===== config.mk =====
export PLATFORM = sky130hd
export DESIGN_NAME = scf_status_flags
export DESIGN_NICKNAME = d
export VERILOG_FILES = /design/src/include/scf_pkg.sv /design/src/verilog/scf_status_flags.sv
export SDC_FILE = /design/constraint.sdc
export NUM_CORES = 1
export LEC_CHECK = 0
export ABC_CLOCK_PERIOD_IN_PS = 2000
export BUFFER_PORTS_ARGS = -buffer_cell sky130_fd_sc_hd__buf_2
export CAP_MARGIN = 20
export CORE_MARGIN = 1
export CORE_UTILIZATION = 50
export CTS_BUF_LIST = sky130_fd_sc_hd__clkbuf_8
export CTS_CLUSTER_SIZE = 30
export DETAILED_ROUTE_END_ITERATION = 12
export GPL_ROUTABILITY_DRIVEN = 0
export PLACE_DENSITY_LB_ADDON = 0.08
export SETUP_SLACK_MARGIN = 0.5
export SYNTH_ARGS = -nofsm -noshare
export SYNTH_HDL_FRONTEND = slang
export SYNTH_SLANG_ARGS = --single-unit

===== constraint.sdc =====
create_clock -name clk_i -period 2 [get_ports clk_i]
set_input_delay 0.4 -clock clk_i [delete_from_list [all_inputs] [get_ports clk_i]]
set_output_delay 0.4 -clock clk_i [all_outputs]
set_load 0.05 [all_outputs]

===== src/include/scf_pkg.sv =====
// package for the supply and can status flag block
package scf_pkg;
    // clock and filter timing
    localparam int CLK_MHZ = 125;
    localparam int FILT_TIME_US = 100;
    localparam int FILT_CYCLES = FILT_TIME_US * CLK_MHZ;
    localparam int SHORT_RST_TIME_MS = 100;
    localparam int SHORT_RST_CYCLES = SHORT_RST_TIME_MS * 1000 * CLK_MHZ;
    localparam int CNT_W = 24;
    // register byte offsets
    localparam logic [7:0] REG_SUPPLY_FLAGS_OFS = 8'h00;
    localparam logic [7:0] REG_CAN_STATUS_OFS = 8'h04;
    localparam logic [7:0] REG_CAN_CTRL_OFS = 8'h08;
    // supply flag field positions
    localparam int AUX_LOW_BIT = 0;
    localparam int AUX_OC_BIT = 1;
    localparam int CAN_THERM_BIT = 2;
    localparam int CAN_UV_BIT = 3;
    localparam int CAN_OC_BIT = 4;
    localparam int SENSE_LOW_BIT = 5;
    localparam int BATT_LOW_BIT = 6;
    localparam int CORE_OC_RUN_BIT = 7;
    localparam int CORE_OC_LP_BIT = 8;
    localparam int CORE_THERM_BIT = 9;
    localparam int SHORT_RST_BIT = 10;
    localparam int BATT_FAIL_BIT = 11;
    localparam int NUM_FLAGS = 12;
    // can status field positions
    localparam int CAN_DRV_BIT = 0;
    localparam int CAN_RCV_BIT = 1;
    localparam int CAN_WAKE_RCV_BIT = 2;
    localparam int CAN_WAKE_SRC_BIT = 3;
    // can control field positions and reset value
    localparam int CTRL_DRV_EN_BIT = 0;
    localparam int CTRL_RCV_EN_BIT = 1;
    localparam int CTRL_WAKE_EN_BIT = 2;
    localparam logic [2:0] CTRL_RESET = 3'h7;
    // axi responses
    localparam logic [1:0] RESP_OKAY = 2'h0;
    localparam logic [1:0] RESP_SLVERR = 2'h2;
endpackage : scf_pkg


===== src/verilog/scf_status_flags.sv =====
// supply monitor and can status flags with an axi4-lite register slave
//
// How it works
// - aux low set after 100us filtered; clears when gone and read
// - aux overcurrent set after 100us filtered; clears when gone and read
// - can supply thermal set while hot; clears when cool and read
// - can supply undervoltage set after 100us; clears when gone and read
// - can supply overcurrent set after 100us; clears when gone and read
// - sense pin low set after 100us; clears when gone and read
// - battery supply low set after 100us; clears when gone and read
// - core overcurrent in run mode after 100us; clears when gone, read
// - core overcurrent in low power mode after 100us; clears gone, read
// - core thermal set when regulator off; clears on recovery and read
// - reset low pulse under 100ms sets flag; clears after end and read
// - battery fail set below threshold; clears when above and read
// - driver state live: 1 enabled, 0 by command or failure
// - receiver state live: 1 enabled, 0 when commanded off
// - wake receiver state live, commanded, enabled after power-on
// - status read leaves live can state bits unchanged
// - can wake source flag set on wake, cleared by read
//
// The AXI4-Lite register port and the register offsets were chosen for this implementation.
`timescale 1ns/1ps
module scf_status_flags (
    input wire logic clk_i,
    input wire logic reset_n_i,
    input wire logic aux_supply_low_i,
    input wire logic aux_supply_oc_i,
    input wire logic can_supply_hot_i,
    input wire logic can_supply_low_i,
    input wire logic can_supply_oc_i,
    input wire logic sense_pin_low_i,
    input wire logic battery_supply_pin_low_i,
    input wire logic core_oc_i,
    input wire logic low_power_mode_i,
    input wire logic core_thermal_off_i,
    input wire logic reset_pin_i,
    input wire logic battery_fail_threshold_i,
    input wire logic can_txd_dominant_fail_i,
    input wire logic can_wake_i,
    input wire logic [7:0] s_axi_awaddr,
    input wire logic s_axi_awvalid,
    output logic s_axi_awready,
    input wire logic [31:0] s_axi_wdata,
    input wire logic [3:0] s_axi_wstrb,
    input wire logic s_axi_wvalid,
    output logic s_axi_wready,
    output logic [1:0] s_axi_bresp,
    output logic s_axi_bvalid,
    input wire logic s_axi_bready,
    input wire logic [7:0] s_axi_araddr,
    input wire logic s_axi_arvalid,
    output logic s_axi_arready,
    output logic [31:0] s_axi_rdata,
    output logic [1:0] s_axi_rresp,
    output logic s_axi_rvalid,
    input wire logic s_axi_rready,
    output logic can_driver_enable_o,
    output logic can_receiver_enable_o,
    output logic can_wake_receiver_live_state_o
);

    localparam int NF = scf_pkg::NUM_FLAGS;
    localparam int NI = 14;
    // reset pin idles high, so no false short pulse follows reset
    localparam logic [NI-1:0] SYNC_IDLE = 14'h0400;
    localparam int CW = scf_pkg::CNT_W;
    localparam logic [CW-1:0] FILT_MAX = CW'(scf_pkg::FILT_CYCLES);
    localparam logic [CW-1:0] RST_MAX = CW'(scf_pkg::SHORT_RST_CYCLES);

    ////////////////////////////////////////////////////////////////////////
    // input synchronisers
    logic [NI-1:0] raw_in;
    logic [NI-1:0] sync1_r;
    logic [NI-1:0] sync2_r;

    assign raw_in = {can_wake_i, can_txd_dominant_fail_i,
        battery_fail_threshold_i, reset_pin_i, core_thermal_off_i,
        low_power_mode_i, core_oc_i, battery_supply_pin_low_i,
        sense_pin_low_i, can_supply_oc_i, can_supply_low_i,
        can_supply_hot_i, aux_supply_oc_i, aux_supply_low_i};

    always_ff @(posedge clk_i or negedge reset_n_i) begin
        if (!reset_n_i) begin
            sync1_r <= SYNC_IDLE;
            sync2_r <= SYNC_IDLE;
        end else begin
            sync1_r <= raw_in;
            sync2_r <= sync1_r;
        end
    end

    wire s_aux_low = sync2_r[0];
    wire s_aux_oc = sync2_r[1];
    wire s_can_hot = sync2_r[2];
    wire s_can_low = sync2_r[3];
    wire s_can_oc = sync2_r[4];
    wire s_sense_low = sync2_r[5];
    wire s_batt_low = sync2_r[6];
    wire s_core_oc = sync2_r[7];
    wire s_low_power = sync2_r[8];
    wire s_core_off = sync2_r[9];
    wire s_rst_pin = sync2_r[10];
    wire s_batt_fail = sync2_r[11];
    wire s_txd_fail = sync2_r[12];
    wire s_can_wake = sync2_r[13];

    ////////////////////////////////////////////////////////////////////////
    // 100us condition filters
    localparam int NFILT = 8;
    logic [NFILT-1:0] filt_cond;
    logic [NFILT-1:0] filt_hit;
    logic [CW-1:0] filt_cnt_r [NFILT];

    assign filt_cond = {s_core_oc & s_low_power, s_core_oc & ~s_low_power,
        s_batt_low, s_sense_low, s_can_oc, s_can_low, s_aux_oc, s_aux_low};

    function automatic logic [CW-1:0] filt_step(input logic cond,
        input logic [CW-1:0] cnt);
        if (!cond) begin
            filt_step = '0;
        end else if (cnt == FILT_MAX) begin
            filt_step = cnt;
        end else begin
            filt_step = cnt + CW'(1);
        end
    endfunction : filt_step

    always_ff @(posedge clk_i or negedge reset_n_i) begin
        if (!reset_n_i) begin
            for (int i = 0; i < NFILT; i++) begin
                filt_cnt_r[i] <= '0;
            end
        end else begin
            for (int i = 0; i < NFILT; i++) begin
                filt_cnt_r[i] <= filt_step(filt_cond[i], filt_cnt_r[i]);
            end
        end
    end

    always_comb begin
        for (int i = 0; i < NFILT; i++) begin
            filt_hit[i] = filt_cond[i] && (filt_cnt_r[i] == FILT_MAX);
        end
    end

    ////////////////////////////////////////////////////////////////////////
    // short reset pulse detector
    logic [CW-1:0] rst_cnt_r;
    logic rst_pin_d_r;
    logic rst_long_r;
    wire rst_rise = s_rst_pin & ~rst_pin_d_r;
    wire short_rst_evt = rst_rise & ~rst_long_r;

    always_ff @(posedge clk_i or negedge reset_n_i) begin
        if (!reset_n_i) begin
            rst_cnt_r <= '0;
            rst_pin_d_r <= 1'b1;
            rst_long_r <= 1'b0;
        end else begin
            rst_pin_d_r <= s_rst_pin;
            if (s_rst_pin) begin
                rst_cnt_r <= '0;
                rst_long_r <= 1'b0;
            end else if (rst_cnt_r == RST_MAX) begin
                rst_long_r <= 1'b1;
            end else begin
                rst_cnt_r <= rst_cnt_r + CW'(1);
            end
        end
    end

    ////////////////////////////////////////////////////////////////////////
    // latched flags: set by event, cleared once condition gone and read
    logic [NF-1:0] flag_set;
    logic [NF-1:0] flag_active;
    logic [NF-1:0] flag_r;
    logic [NF-1:0] read_mask_r;
    logic flag_read;

    assign flag_set[scf_pkg::AUX_LOW_BIT] = filt_hit[0];
    assign flag_set[scf_pkg::AUX_OC_BIT] = filt_hit[1];
    assign flag_set[scf_pkg::CAN_THERM_BIT] = s_can_hot;
    assign flag_set[scf_pkg::CAN_UV_BIT] = filt_hit[2];
    assign flag_set[scf_pkg::CAN_OC_BIT] = filt_hit[3];
    assign flag_set[scf_pkg::SENSE_LOW_BIT] = filt_hit[4];
    assign flag_set[scf_pkg::BATT_LOW_BIT] = filt_hit[5];
    assign flag_set[scf_pkg::CORE_OC_RUN_BIT] = filt_hit[6];
    assign flag_set[scf_pkg::CORE_OC_LP_BIT] = filt_hit[7];
    assign flag_set[scf_pkg::CORE_THERM_BIT] = s_core_off;
    assign flag_set[scf_pkg::SHORT_RST_BIT] = short_rst_evt;
    assign flag_set[scf_pkg::BATT_FAIL_BIT] = s_batt_fail;

    // raw conditions that hold a flag against clearing
    assign flag_active = {s_batt_fail, ~s_rst_pin, s_core_off,
        filt_cond[7], filt_cond[6], s_batt_low, s_sense_low, s_can_oc,
        s_can_low, s_can_hot, s_aux_oc, s_aux_low};

    // a read arms the clear; set always wins over clear
    always_ff @(posedge clk_i or negedge reset_n_i) begin
        if (!reset_n_i) begin
            flag_r <= '0;
            read_mask_r <= '0;
        end else begin
            flag_r <= flag_set | (flag_r & ~(read_mask_r & ~flag_active));
            read_mask_r <= (flag_read ? flag_r : read_mask_r)
                & ~flag_set & flag_r;
        end
    end

    ////////////////////////////////////////////////////////////////////////
    // can live state and wake source
    logic [2:0] can_ctrl_r;
    logic wake_src_r;
    logic wake_read;

    assign can_driver_enable_o = can_ctrl_r[scf_pkg::CTRL_DRV_EN_BIT]
        & ~s_txd_fail;
    assign can_receiver_enable_o =
        can_ctrl_r[scf_pkg::CTRL_RCV_EN_BIT];
    assign can_wake_receiver_live_state_o =
        can_ctrl_r[scf_pkg::CTRL_WAKE_EN_BIT];

    always_ff @(posedge clk_i or negedge reset_n_i) begin
        if (!reset_n_i) begin
            wake_src_r <= 1'b0;
        end else if (s_can_wake) begin
            wake_src_r <= 1'b1;
        end else if (wake_read) begin
            wake_src_r <= 1'b0;
        end
    end

    ////////////////////////////////////////////////////////////////////////
    // axi4-lite slave
    logic aw_held_r;
    logic w_held_r;
    logic [7:0] aw_addr_r;
    logic [31:0] w_data_r;
    logic [3:0] w_strb_r;
    logic bvalid_r;
    logic [1:0] bresp_r;
    logic rvalid_r;
    logic [31:0] rdata_r;
    logic [1:0] rresp_r;

    assign s_axi_awready = ~aw_held_r & ~bvalid_r;
    assign s_axi_wready = ~w_held_r & ~bvalid_r;
    assign s_axi_arready = ~rvalid_r;
    assign s_axi_bvalid = bvalid_r;
    assign s_axi_bresp = bresp_r;
    assign s_axi_rvalid = rvalid_r;
    assign s_axi_rdata = rdata_r;
    assign s_axi_rresp = rresp_r;

    wire aw_take = s_axi_awvalid & s_axi_awready;
    wire w_take = s_axi_wvalid & s_axi_wready;
    wire wr_go = (aw_held_r | aw_take) & (w_held_r | w_take);
    wire [7:0] wr_addr = aw_held_r ? aw_addr_r : s_axi_awaddr;
    wire [31:0] wr_data = w_held_r ? w_data_r : s_axi_wdata;
    wire [3:0] wr_strb = w_held_r ? w_strb_r : s_axi_wstrb;
    wire wr_ctrl = wr_addr == scf_pkg::REG_CAN_CTRL_OFS;
    wire wr_ok = wr_ctrl | (wr_addr == scf_pkg::REG_SUPPLY_FLAGS_OFS)
        | (wr_addr == scf_pkg::REG_CAN_STATUS_OFS);

    wire rd_take = s_axi_arvalid & s_axi_arready;
    wire rd_flags = s_axi_araddr == scf_pkg::REG_SUPPLY_FLAGS_OFS;
    wire rd_can = s_axi_araddr == scf_pkg::REG_CAN_STATUS_OFS;
    wire rd_ctrl = s_axi_araddr == scf_pkg::REG_CAN_CTRL_OFS;
    wire [31:0] can_word = {28'h0, wake_src_r,
        can_wake_receiver_live_state_o, can_receiver_enable_o,
        can_driver_enable_o};
    wire [31:0] rd_word = rd_flags ? {{(32-NF){1'b0}}, flag_r}
        : rd_can ? can_word
        : rd_ctrl ? {29'h0, can_ctrl_r} : 32'h0;

    assign flag_read = rd_take & rd_flags;
    // status read clears only the wake source, never the live bits
    assign wake_read = rd_take & rd_can;

    always_ff @(posedge clk_i or negedge reset_n_i) begin
        if (!reset_n_i) begin
            aw_held_r <= 1'b0;
            w_held_r <= 1'b0;
            aw_addr_r <= 8'h00;
            w_data_r <= 32'h0;
            w_strb_r <= 4'h0;
            bvalid_r <= 1'b0;
            bresp_r <= scf_pkg::RESP_OKAY;
            can_ctrl_r <= scf_pkg::CTRL_RESET;
        end else begin
            if (aw_take) begin
                aw_addr_r <= s_axi_awaddr;
            end
            if (w_take) begin
                w_data_r <= s_axi_wdata;
                w_strb_r <= s_axi_wstrb;
            end
            aw_held_r <= (aw_held_r | aw_take) & ~wr_go;
            w_held_r <= (w_held_r | w_take) & ~wr_go;
            if (wr_go) begin
                bvalid_r <= 1'b1;
                bresp_r <= wr_ok ? scf_pkg::RESP_OKAY : scf_pkg::RESP_SLVERR;
                if (wr_ctrl && wr_strb[0]) begin
                    can_ctrl_r <= wr_data[2:0];
                end
            end else if (s_axi_bready) begin
                bvalid_r <= 1'b0;
            end
        end
    end

    always_ff @(posedge clk_i or negedge reset_n_i) begin
        if (!reset_n_i) begin
            rvalid_r <= 1'b0;
            rdata_r <= 32'h0;
            rresp_r <= scf_pkg::RESP_OKAY;
        end else if (rd_take) begin
            rvalid_r <= 1'b1;
            rdata_r <= rd_word;
            rresp_r <= (rd_flags | rd_can | rd_ctrl) ? scf_pkg::RESP_OKAY
                : scf_pkg::RESP_SLVERR;
        end else if (s_axi_rready) begin
            rvalid_r <= 1'b0;
        end
    end

endmodule : scf_status_flags


# Word-level counts from Yosys, hierarchy flattened
# Index checks and enable logic that the tools add are counted.
[word_totals]
regBits = 326
[classes]
bitwise = 39
eq_ne = 22
n_reduce_logical = 16
addsub = 9
muxes = 35
[ops]
columns = ["cell", "n"]
rows = [
  ["$mux 24", 18],
  ["$add 24x1->24 const B", 9],
  ["$eq 24x14->1 const B", 8],
  ["$and 12x12->12", 4],
  ["$not 12->12", 3],
  ["$eq 24x24->1 const B", 1],
  ["$mux 12", 2],
  ["$ne 2x2->1 const B", 9],
  ["$eq 8x3->1 const B", 2],
  ["$eq 8x4->1 const B", 2],
  ["$logic_not 8->1", 2],
  ["$and 1x1->1", 15],
  ["$or 12x12->12", 1],
  ["$not 1->1", 10],
  ["$logic_and 1x1->1", 9],
  ["$mux 1", 9],
  ["$mux 8", 1],
  ["$reduce_bool 2->1", 4],
  ["$mux 3", 2],
  ["$or 1x1->1", 6],
  ["$mux 2", 2],
  ["$mux 4", 1],
  ["$reduce_and 2->1", 1],
]

# Logic depth before layout (Yosys ltp)
# Gate-level depths: netlist of run 1.
[depth]
ltp_word = 7
mapped_depth = 7

# Worst setup path after synthesis of run 1
# OpenSTA, ideal clock, no wires.
[synth_path]
path_kind = "register to register"
startpoint = "reg bvalid_r (netlist: s_axi_bvalid)"
endpoint = "reg aw_addr_r[0]"
required_time_ns = 1.875
path_slack_ns = -0.339
stages_incl_launch_ff = 5
arrival_ns = 2.214
cell_sequence = "dfrtp_1 > nor2_1 > and2_1 > clkbuf_1 > mux2_2"
[synth_between]
elab_chain_cells = 3
[synth_rtl]
columns = ["element", "line", "source"]
rows = [
  ["from (decl)", "scf_status_flags.sv:241", "logic bvalid_r;"],
  ["from (signal assigned)", "scf_status_flags.sv:288", "bvalid_r <= 1'b0;"],
  ["from (signal assigned)", "scf_status_flags.sv:302", "bvalid_r <= 1'b1;"],
  ["from (signal assigned)", "scf_status_flags.sv:308", "bvalid_r <= 1'b0;"],
  ["$not 1->1", "scf_status_flags.sv:247", "assign s_axi_awready = ~aw_held_r & ~bvalid_r;"],
  ["$and 1x1->1", "scf_status_flags.sv:247", ""],
  ["via s_axi_awready", "scf_status_flags.sv:43", "output logic s_axi_awready,"],
  ["$and 1x1->1", "scf_status_flags.sv:256", "wire aw_take = s_axi_awvalid & s_axi_awready;"],
  ["to (signal assigned)", "scf_status_flags.sv:293", "aw_addr_r <= s_axi_awaddr;"],
  ["to (decl)", "scf_status_flags.sv:238", "logic [7:0] aw_addr_r;"],
]
# The timed path passes the listed nets, and every way through them passes these cells.
# A chain may end at the register's enable or synchronous reset.

# Final worst setup path of run 1
[layout_path]
startpoint = "reg can_ctrl_r[0]"
endpoint = "out can_driver_enable_o"
[layout_between]
elab_chain_cells = 1
[layout_rtl]
columns = ["element", "line", "source"]
rows = [
  ["from (decl)", "scf_status_flags.sv:213", "logic [2:0] can_ctrl_r;"],
  ["from (signal assigned)", "scf_status_flags.sv:290", "can_ctrl_r <= scf_pkg::CTRL_RESET;"],
  ["from (signal assigned)", "scf_status_flags.sv:305", "can_ctrl_r <= wr_data[2:0];"],
  ["$and 1x1->1", "scf_status_flags.sv:218", "& ~s_txd_fail;"],
  ["to (decl)", "scf_status_flags.sv:58", "output logic can_driver_enable_o,"],
]
# Every way passes these cells.

==> results of run 1 <==
cell usage after synthesis (all sizes together) (19+ instances only):
| master | instances | area share, % |
|---|---|---|
| buf | 25 | 1.3 |
| inv | 56 | 1.4 |
| nand4 | 65 | 2.9 |
| xnor2 | 97 | 5.8 |
| and2 | 105 | 4.5 |
| nor2b | 19 | 0.81 |
| nor3 | 34 | 1.4 |
| nand3 | 89 | 3.0 |
| and3 | 21 | 0.89 |
| a21oi | 19 | 0.65 |
| nor4 | 47 | 2.4 |
| nand2 | 98 | 2.5 |
| xor2 | 80 | 4.8 |
| nor2 | 133 | 3.4 |
| o21ai | 36 | 1.2 |
| clkbuf | 31 | 0.79 |
| dfrtp | 298 | 51 |
flip-flops by register name, summed over array words and instances (netlist names), 3 cells and up:
| name | flops |
|---|---|
| filt_cnt_r | 192 |
| sync1_r | 14 |
| flag_r | 12 |
| w_data_r | 3 |
| aw_addr_r | 8 |
| s_axi_rdata | 12 |
| read_mask_r | 12 |
| sync2_r | 14 |
| can_ctrl_r | 3 |
| rst_cnt_r | 24 |
layer usage:
layer,routed length (um),up-vias
met5,8,-
met4,562,2
met3,1190,50
met2,17600,173
met1,15600,5857
li1,-,5619
layout make-up:
type / instances / area [um^2] / area share, %
Multi-Input combinational cell: 1036 / 8490 / 40.4
Sequential cell: 304 / 7680 / 36.5
Timing Repair Buffer: 337 / 2930 / 13.9
Clock buffer: 62 / 853 / 4.06
Tap cell: 384 / 480 / 2.28
Clock inverter: 33 / 372 / 1.77
Inverter: 56 / 219 / 1.04
Antenna cell: 2 / 5.00 / 0.0238
path summary, 6_finish.rpt:
kind                                      from             endpoint  cells past startpoint
min in group asynchronous            reset_n_i      filt_cnt_r[137]                      2
worst max register to register  filt_cnt_r[73]       filt_cnt_r[95]                      7
worst min register to register      sync1_r[5]           sync2_r[5]                      0
worst min-delay path              s_axi_bready         s_axi_bvalid                      2
max in group asynchronous            reset_n_i          sync2_r[10]                      3
worst max-delay path             can_ctrl_r[0]  can_driver_enable_o                      2
timing repair:
action,CTS,global route
resized for setup,262,208
setup endpoints to repair,193,229
hold buffers,16,0
buffers inserted,164,69
pin swaps,132,143
hold endpoints to repair,57,0
power breakdown:
part	internal, mW	leakage [nW]	switching [mW]
Combinational	0.871	5.17	0.989
Clock	3.98	0.688	2.55
Sequential	6.42	4.00	0.244
Total	11.3	9.86	3.79
critical path: stages (launching register included):
cell and delay, ns:
dfstp_2 0.54, nor2b_4 0.17, buf_8 0.16
stage by stage:
| stage | instances | utilization (%) |
|---|---|---|
| 2_1_floorplan | 1452 | - |
| 3_3_place_gp | 1868 | 55.5 |
| 3_5_place_dp | 1868 | 55.5 |
| 4_1_cts | 2143 | 68.2 |
| 5_1_grt | 2214 | 73.1 |
| 6_report | 2214 | 73.1 |
cells by family (layout without fill, tap and decap cells):
kind of cell | count (synthesis) | after routing | share of synthesized area [%]
compound gates | 107 | 107 | 4.71
xor+xnor | 177 | 177 | 10.6
fa+ha+maj | 18 | 18 | 1.53
buf+inv | 112 | 488 | 3.48
flops | 304 | 304 | 51.8
mux | 30 | 30 | 2.20
other cells | 1 | 24 | 0.0255
simple gates | 682 | 682 | 25.7
==> results.toml, run 1 <==
[status]
status = "completed"

[floorplanning]
start_util_pct = 51.0
die_w_um = 173
die_y_um = 173
rows = 62
die_area_um2 = 30100
core_um2 = 28800
num_io_pins = 117

[detailed_routing]
firstDrtPassIters = 4
route.detailed.drc = 0
vias_per_cell = 5.29
drt_iter0_markers = 564
vias = 11701
ant_nets = 0
wl_um = 34900
drt-wirelength-per-cell_um = 15.8

[finish]
drive_gt1_share_pct = 41.6
syn2layout_area_growth_pct = 43.2
final_cell_mix = "dfrtp_1 (246), buf_4 (181), nor2_1 (105)"
fill_cells = 1979
final_common_cell = "dfrtp_1"
design_area_um2 = 21000
nets = 1879

[synthesis]
synth_edf_count = 0
ys_seq_area_share_pct = 51.8
ys_async_sr_fraction_pct = 100
syn_inst = 1431
ys.flop_type = "dfrtp_1"
synth_area_um2 = 14700
synthDistinctLibCells = 60
syn-mean-instance-area_um2 = 10.3
ys_ff_latch = 304
yosysWarnings = 0

[timing]
slew-limit-headroom_pct = 53.4
final_max_slew_viol_count = 0
hold_violations = 0
period_share_pct = 91.3
period_needed_ns = 1.83
setup_ws_ns = 0.173
fin_worst_skew_ns = 0.0194
timing.setup.tns_ns = 0
tightest_slew_ns = 0.699
rsz0062_at_grt = "yes"
clock.fmax_ghz = 0.547
setup_viol = 0
holdWs_ns = 0.0565

[worst_setup_path]
endpoint_kind = "primary output"
cp.required_ns = 1.60
crit_type = "reg2out"
reg2reg_slack_ns = 0.21
cp_max_fo = 2
worstSetupStartpointType = "flip-flop"
crit_arrival_ns = 1.43

[clock_network]
clk_pin_slew_ns = 0.06
clock-sinks = 304
cts_buffer_depth = 3
htree_levels = 2
clk_latency_ns = 0.57
cts_root_buffer = "clkbuf_8"
cts_tree = "yes"
cts_buffers = 53

[placement]
hpwl_um = 19400
placed_cell_area_um2 = 16000
place_ws_ns = 0.00946
port_buffers = 62

[global_route]
antenna_found_initial = 3
grt_pass1_wl_um = 56700
grt_max_degree = 56
use_met2_pct = 37.4
use_met3_pct = 3.57
use_met1_pct = 30.8
overflow = 0
grt_util_all_layers_pct = 22.5
gr-max-usage-layer = "met2"
grt_pass1_vias = 11722

[power_and_ir_drop]
p_per_area_nw_per_um2 = 716
leakage_nw = 9.86
ir_drop_mv = 0.572
p_total_mw = 15.1

[job]
drv_cap = 0

[worst_hold_path]
hold_path_class = "in2reg"
Note: power is estimated with default switching activity, not from simulation.
==> run 2, diff against run 1 <==
==> constraint.sdc (replaced) <==
create_clock -name clk_i -period 2 [get_ports clk_i]
set_input_delay 0.1 -clock clk_i [delete_from_list [all_inputs] [get_ports clk_i]]
set_output_delay 0.1 -clock clk_i [all_outputs]
set_load 0.05 [all_outputs]
==> results.toml, run 2 (synthesis results as in run 1) <==
[status]
status = "completed"

[timing]
hold_violations = 0
period_share_pct = 89.0
clock.fmax_ghz = 0.562
timing.setup.tns_ns = 0
rsz0062_at_grt = "yes"
setup_viol = 0
period_needed_ns = 1.78
tightest_slew_ns = 0.714
final_max_slew_viol_count = 0
fin_worst_skew_ns = 0.0218
slew-limit-headroom_pct = 52.4

[power_and_ir_drop]
p_comb_share_pct = 11.7
pwr-share-seq_pct = 46.7
p_total_mw = 14.3
ir_drop_mv = 0.473
power.switching_mw = 3.82
internal_power_mw = 10.5
p_clk_share_pct = 41.6
leakage_nw = 9.76
p_per_area_nw_per_um2 = 690
switching_share_pct = 26.6

[global_route]
use_met2_pct = 36.4
grt_util_all_layers_pct = 22.6
gr-max-usage-layer = "met2"
use_met1_pct = 30.8
antenna_found_initial = 1
grt_pass1_vias = 11631
use_met3_pct = 3.90
overflow = 0
grt_pass1_wl_um = 56500
grt_max_degree = 70

[floorplanning]
die_w_um = 173
die_area_um2 = 30100
die_y_um = 173
rows = 62
start_util_pct = 51.0
core_um2 = 28800
num_io_pins = 117

[clock_network]
cts_buffers = 51
cts_root_buffer = "clkbuf_8"
cts_tree = "yes"
htree_levels = 2
cts_buffer_depth = 3
clk_latency_ns = 0.59
clk_pin_slew_ns = 0.07
clock-sinks = 304

[finish]
drive_gt1_share_pct = 40.3
regArea_um2 = 7690
fill_cells = 1996
largest_register_ff_count = 192
stdcell_count = 2227
nets = 1890
multi_input_area_um2 = 8400
top_register = "filt_cnt_r"
final_common_cell = "dfrtp_1"
top_regs = "filt_cnt_r (192), rst_cnt_r (24)"
final_cell_mix = "dfrtp_1 (242), buf_4 (195), nor2_1 (116)"
syn2layout_area_growth_pct = 41.5

[worst_setup_path]
reg2reg_slack_ns = 0.22
crit_arrival_ns = 2.23
worst-r2r-cell-count = 6
crit_type = "reg2reg"
endpoint_kind = "flip-flop"
max_stage_delay_ns = 0.59
worstSetupStartpointType = "flip-flop"
setup.worst_path.end = "rst_cnt_r[22]"
cp.required_ns = 2.46
startpoint = "rst_cnt_r[1]"
cp_max_fo = 6
cpMaxStageDelayCell = "or4_4"
r2r-end = "rst_cnt_r[22]"
r2r_start = "rst_cnt_r[1]"
path_cells = "ha_2 > nand2_2 > or4_4 > nor3_2 > xnor2_1 > nor2_1"

[detailed_routing]
drt_iter0_markers = 633
drt-wirelength-per-cell_um = 16.0
vias = 11892
ant_nets = 0
firstDrtPassIters = 7
wl_um = 35600
route.detailed.drc = 0
vias_per_cell = 5.34

[placement]
port_buffers = 62
placed_cells = 1870
hpwl_um = 19300

[job]
drv_cap = 0

[worst_hold_path]
hold_path_class = "in2reg"
==> run 2: metrics by stage <==
| step | hold WS (ns) | cell area [um^2] | util, % | setup slack [ns] |
|---|---|---|---|---|
| global placement | 0.0176 | 16000 | 55.5 | 0.206 |
| global route | 0.0889 | 20800 | 72.3 | 0.154 |
| floorplan | -0.196 | 15300 | - | 0.266 |
| detailed placement | 0.0219 | 16000 | 55.5 | 0.127 |
| finish | 0.0635 | 20800 | 72.3 | 0.221 |
| CTS | 0.0416 | 19400 | 67.3 | 0.217 |
==> run 2: worst min path at each step <==
stage / from / endpoint / cells past startpoint
5_1_grt: s_axi_awaddr[4] / s_axi_bresp[1] / 5
3_5_place_dp: reset_n_i / filt_cnt_r[141] / 1
3_3_place_gp: reset_n_i / filt_cnt_r[139] / 1
6_report: s_axi_awaddr[4] / s_axi_bresp[1] / 5
2_1_floorplan: reset_n_i / aw_addr_r[0] / 0
4_1_cts: s_axi_awaddr[4] / s_axi_bresp[1] / 5
==> run 2: power by group through the flow <==
stage | Sequential (mW) | Clock (mW) | Combinational, mW
floorplan | 6.79 | 0 | 0.938
global placement | 6.78 | 0 | 1.28
detailed placement | 6.78 | 0 | 1.31
CTS | 6.67 | 6.13 | 1.58
global route | 6.73 | 6.42 | 1.81
finish | 6.70 | 5.96 | 1.68
==> run 2: cell type report <==
type | instances | area share [%]
multi-input cells | 1036 | 40.4
flip-flops and latches | 304 | 37.0
repair buffers | 350 | 13.9
clock buffers | 62 | 4.10
well taps | 384 | 2.31
clock inverters | 34 | 1.28
inverters | 56 | 1.03
diodes | 1 | 0.0120
==> run 2: worst max-delay path, delay by kind of cell, from the launching register on <==
kind | cells | cell delay, ns
adder cells (fa/ha/maj) | 1 | 0.21
XOR/XNOR | 1 | 0.14
AND/OR/NAND/NOR | 4 | 0.91
flip-flops | 1 | 0.39
==> run 2: per-layer routing <==
layer,wire [um],vias up
li1,-,5650
met5,0,-
met1,15900,5943
met3,1220,80
met2,17600,219
met4,916,0
==> run 2: what timing repair did <==
item / 4_1_cts / 5_1_grt
hold buffers: 38 / 0
endpoints found under the hold margin: 338 / 0
setup endpoints to repair: 175 / 203
buffers inserted: 141 / 81
resized for setup: 189 / 197
pin swaps: 118 / 138
==> run 3, diff against run 2 <==
- ABC_CLOCK_PERIOD_IN_PS: 2000 -> 2100
- CTS_CLUSTER_DIAMETER: not set -> 100
- HOLD_SLACK_MARGIN: not set -> 0.06
- clock period: 2 -> 2.1 ns (I/O delays scaled with it)
==> results.toml, run 3 (synthesis results as in run 1) <==
[status]
status = "completed"

[worst_setup_path]
reg2reg_slack_ns = 0.31
worstSetupStartpointType = "flip-flop"
crit_type = "reg2reg"
cp.required_ns = 2.56
r2r-end = "rst_cnt_r[18]"
r2r_start = "rst_cnt_r[4]"
setup.worst_path.end = "rst_cnt_r[18]"
crit_arrival_ns = 2.24
cp_max_fo = 6
startpoint = "rst_cnt_r[4]"
endpoint_kind = "flip-flop"
worst-r2r-cell-count = 5

[global_route]
grt_pass1_vias = 11143
overflow = 0
antenna_found_initial = 0
grt_max_degree = 63
grt_util_all_layers_pct = 21.1
grt_pass1_wl_um = 53800

[finish]
design_area_um2 = 19300
diodes = 0
largest_register_ff_count = 192
final_common_cell = "dfrtp_1"
syn2layout_area_growth_pct = 31.2
top_regs = "filt_cnt_r (192), rst_cnt_r (24)"
top_register = "filt_cnt_r"
drive_gt1_share_pct = 34.0
nets = 1828
final_cell_mix = "dfrtp_1 (255), buf_4 (185), nor2_1 (118)"

[clock_network]
cts_buffer_depth = 3
htree_levels = 1
clock-sinks = 304
cts_buffers = 14
clk_pin_slew_ns = 0.18
clk_latency_ns = 0.56
cts_tree = "yes"
cts_root_buffer = "clkbuf_8"

[detailed_routing]
vias = 11318
vias_per_cell = 5.32
drt_iter0_markers = 668
ant_nets = 0
firstDrtPassIters = 6
wl_um = 32900
route.detailed.drc = 0
drt-wirelength-per-cell_um = 15.4

[placement]
hpwl_um = 18900
placed_cell_area_um2 = 15800
port_buffers = 62

[timing]
period_share_pct = 85.1
hold_violations = 0
setup_viol = 0
holdWs_ns = 0.0421
fin_worst_skew_ns = 0.0158
period_needed_ns = 1.79
tightest_slew_ns = 0.704
final_max_slew_viol_count = 0
timing.setup.tns_ns = 0
clock.fmax_ghz = 0.559
rsz0062_at_grt = "yes"
slew-limit-headroom_pct = 53.1

[floorplanning]
start_util_pct = 51.0
die_area_um2 = 30100
die_w_um = 173
rows = 62
die_y_um = 173
core_um2 = 28800
num_io_pins = 117

[power_and_ir_drop]
p_per_area_nw_per_um2 = 544
ir_drop_mv = 0.882
leakage_nw = 8.87

[worst_hold_path]
hold_path_class = "in2reg"

[job]
drv_cap = 0
[run 3: cell types whose count changed in the layout (fill, tap and decap cells not counted), moves of 16 or more]
cell,previous run,this run
clkbuf_8,62,16
nand3_1,49,70
buf_6,52,33
clkinv_2,18,2
[run 3: through the flow]
step / util, % / instances / power, mW / worst slack [ns]
after floorplan: - / 1452 / 7.30 / 0.366
after global placement: 54.7 / 1869 / 7.63 / 0.299
after detailed placement: 54.7 / 1869 / 7.66 / 0.242
after CTS: 62.0 / 2052 / 10.5 / 0.307
after global routing: 67.0 / 2129 / 10.9 / 0.216
final: 67.0 / 2129 / 10.5 / 0.312
[run 3: worst max-delay path, cell delays in order, from the launching register on]
cell,delay (ns)
dfrtp_2,0.49
nand4_4,0.13
or4_4,0.67
nor3_2,0.21
xnor2_1,0.14
nor2_1,0.05
[run 3: what timing repair did]
action / CTS / global route
resized for setup: 131 / 198
setup buffers: 120 / 74
endpoints found under the hold margin: 342 / 4
setup endpoints to repair: 148 / 179
pin swaps: 67 / 88
hold buffers: 39 / 3
[run 3: cell type report]
cell class / instances / area (um^2)
timing repair buffer: 325 / 2630
tap: 384 / 480
multi-input combinational: 1036 / 8000
clock inverter: 8 / 48.8
inverter: 56 / 219
clock buffer: 16 / 220
sequential: 304 / 7670
fill: 2146 / 9510
[run 3: worst min path at each step]
| stage | start | endpoint | slack (ns) | depth (start not counted) |
|---|---|---|---|---|
| finish | s_axi_araddr[6] | s_axi_rdata[3] | 0.04 | 5 |
| global route | s_axi_araddr[7] | s_axi_rdata[3] | 0.05 | 5 |
| CTS | s_axi_araddr[6] | s_axi_rdata[3] | 0.08 | 5 |
| detailed placement | reset_n_i | sync2_r[3] | 0.06 | 1 |
| global placement | reset_n_i | sync2_r[3] | 0.06 | 1 |
| floorplan | reset_n_i | aw_addr_r[0] | -0.19 | 0 |
[run 3: power breakdown]
part,switching [mW],internal [mW]
combinational,0.870,0.706
sequential,0.258,6.10
clock,1.80,0.733
total,2.93,7.54
[run 3: layer usage]
layer,share of wire (%),global-route usage [%]
met3,2.4,2.48
met1,47,30.2
met4,2.0,4.98
met5,0,0
met2,49,34.5
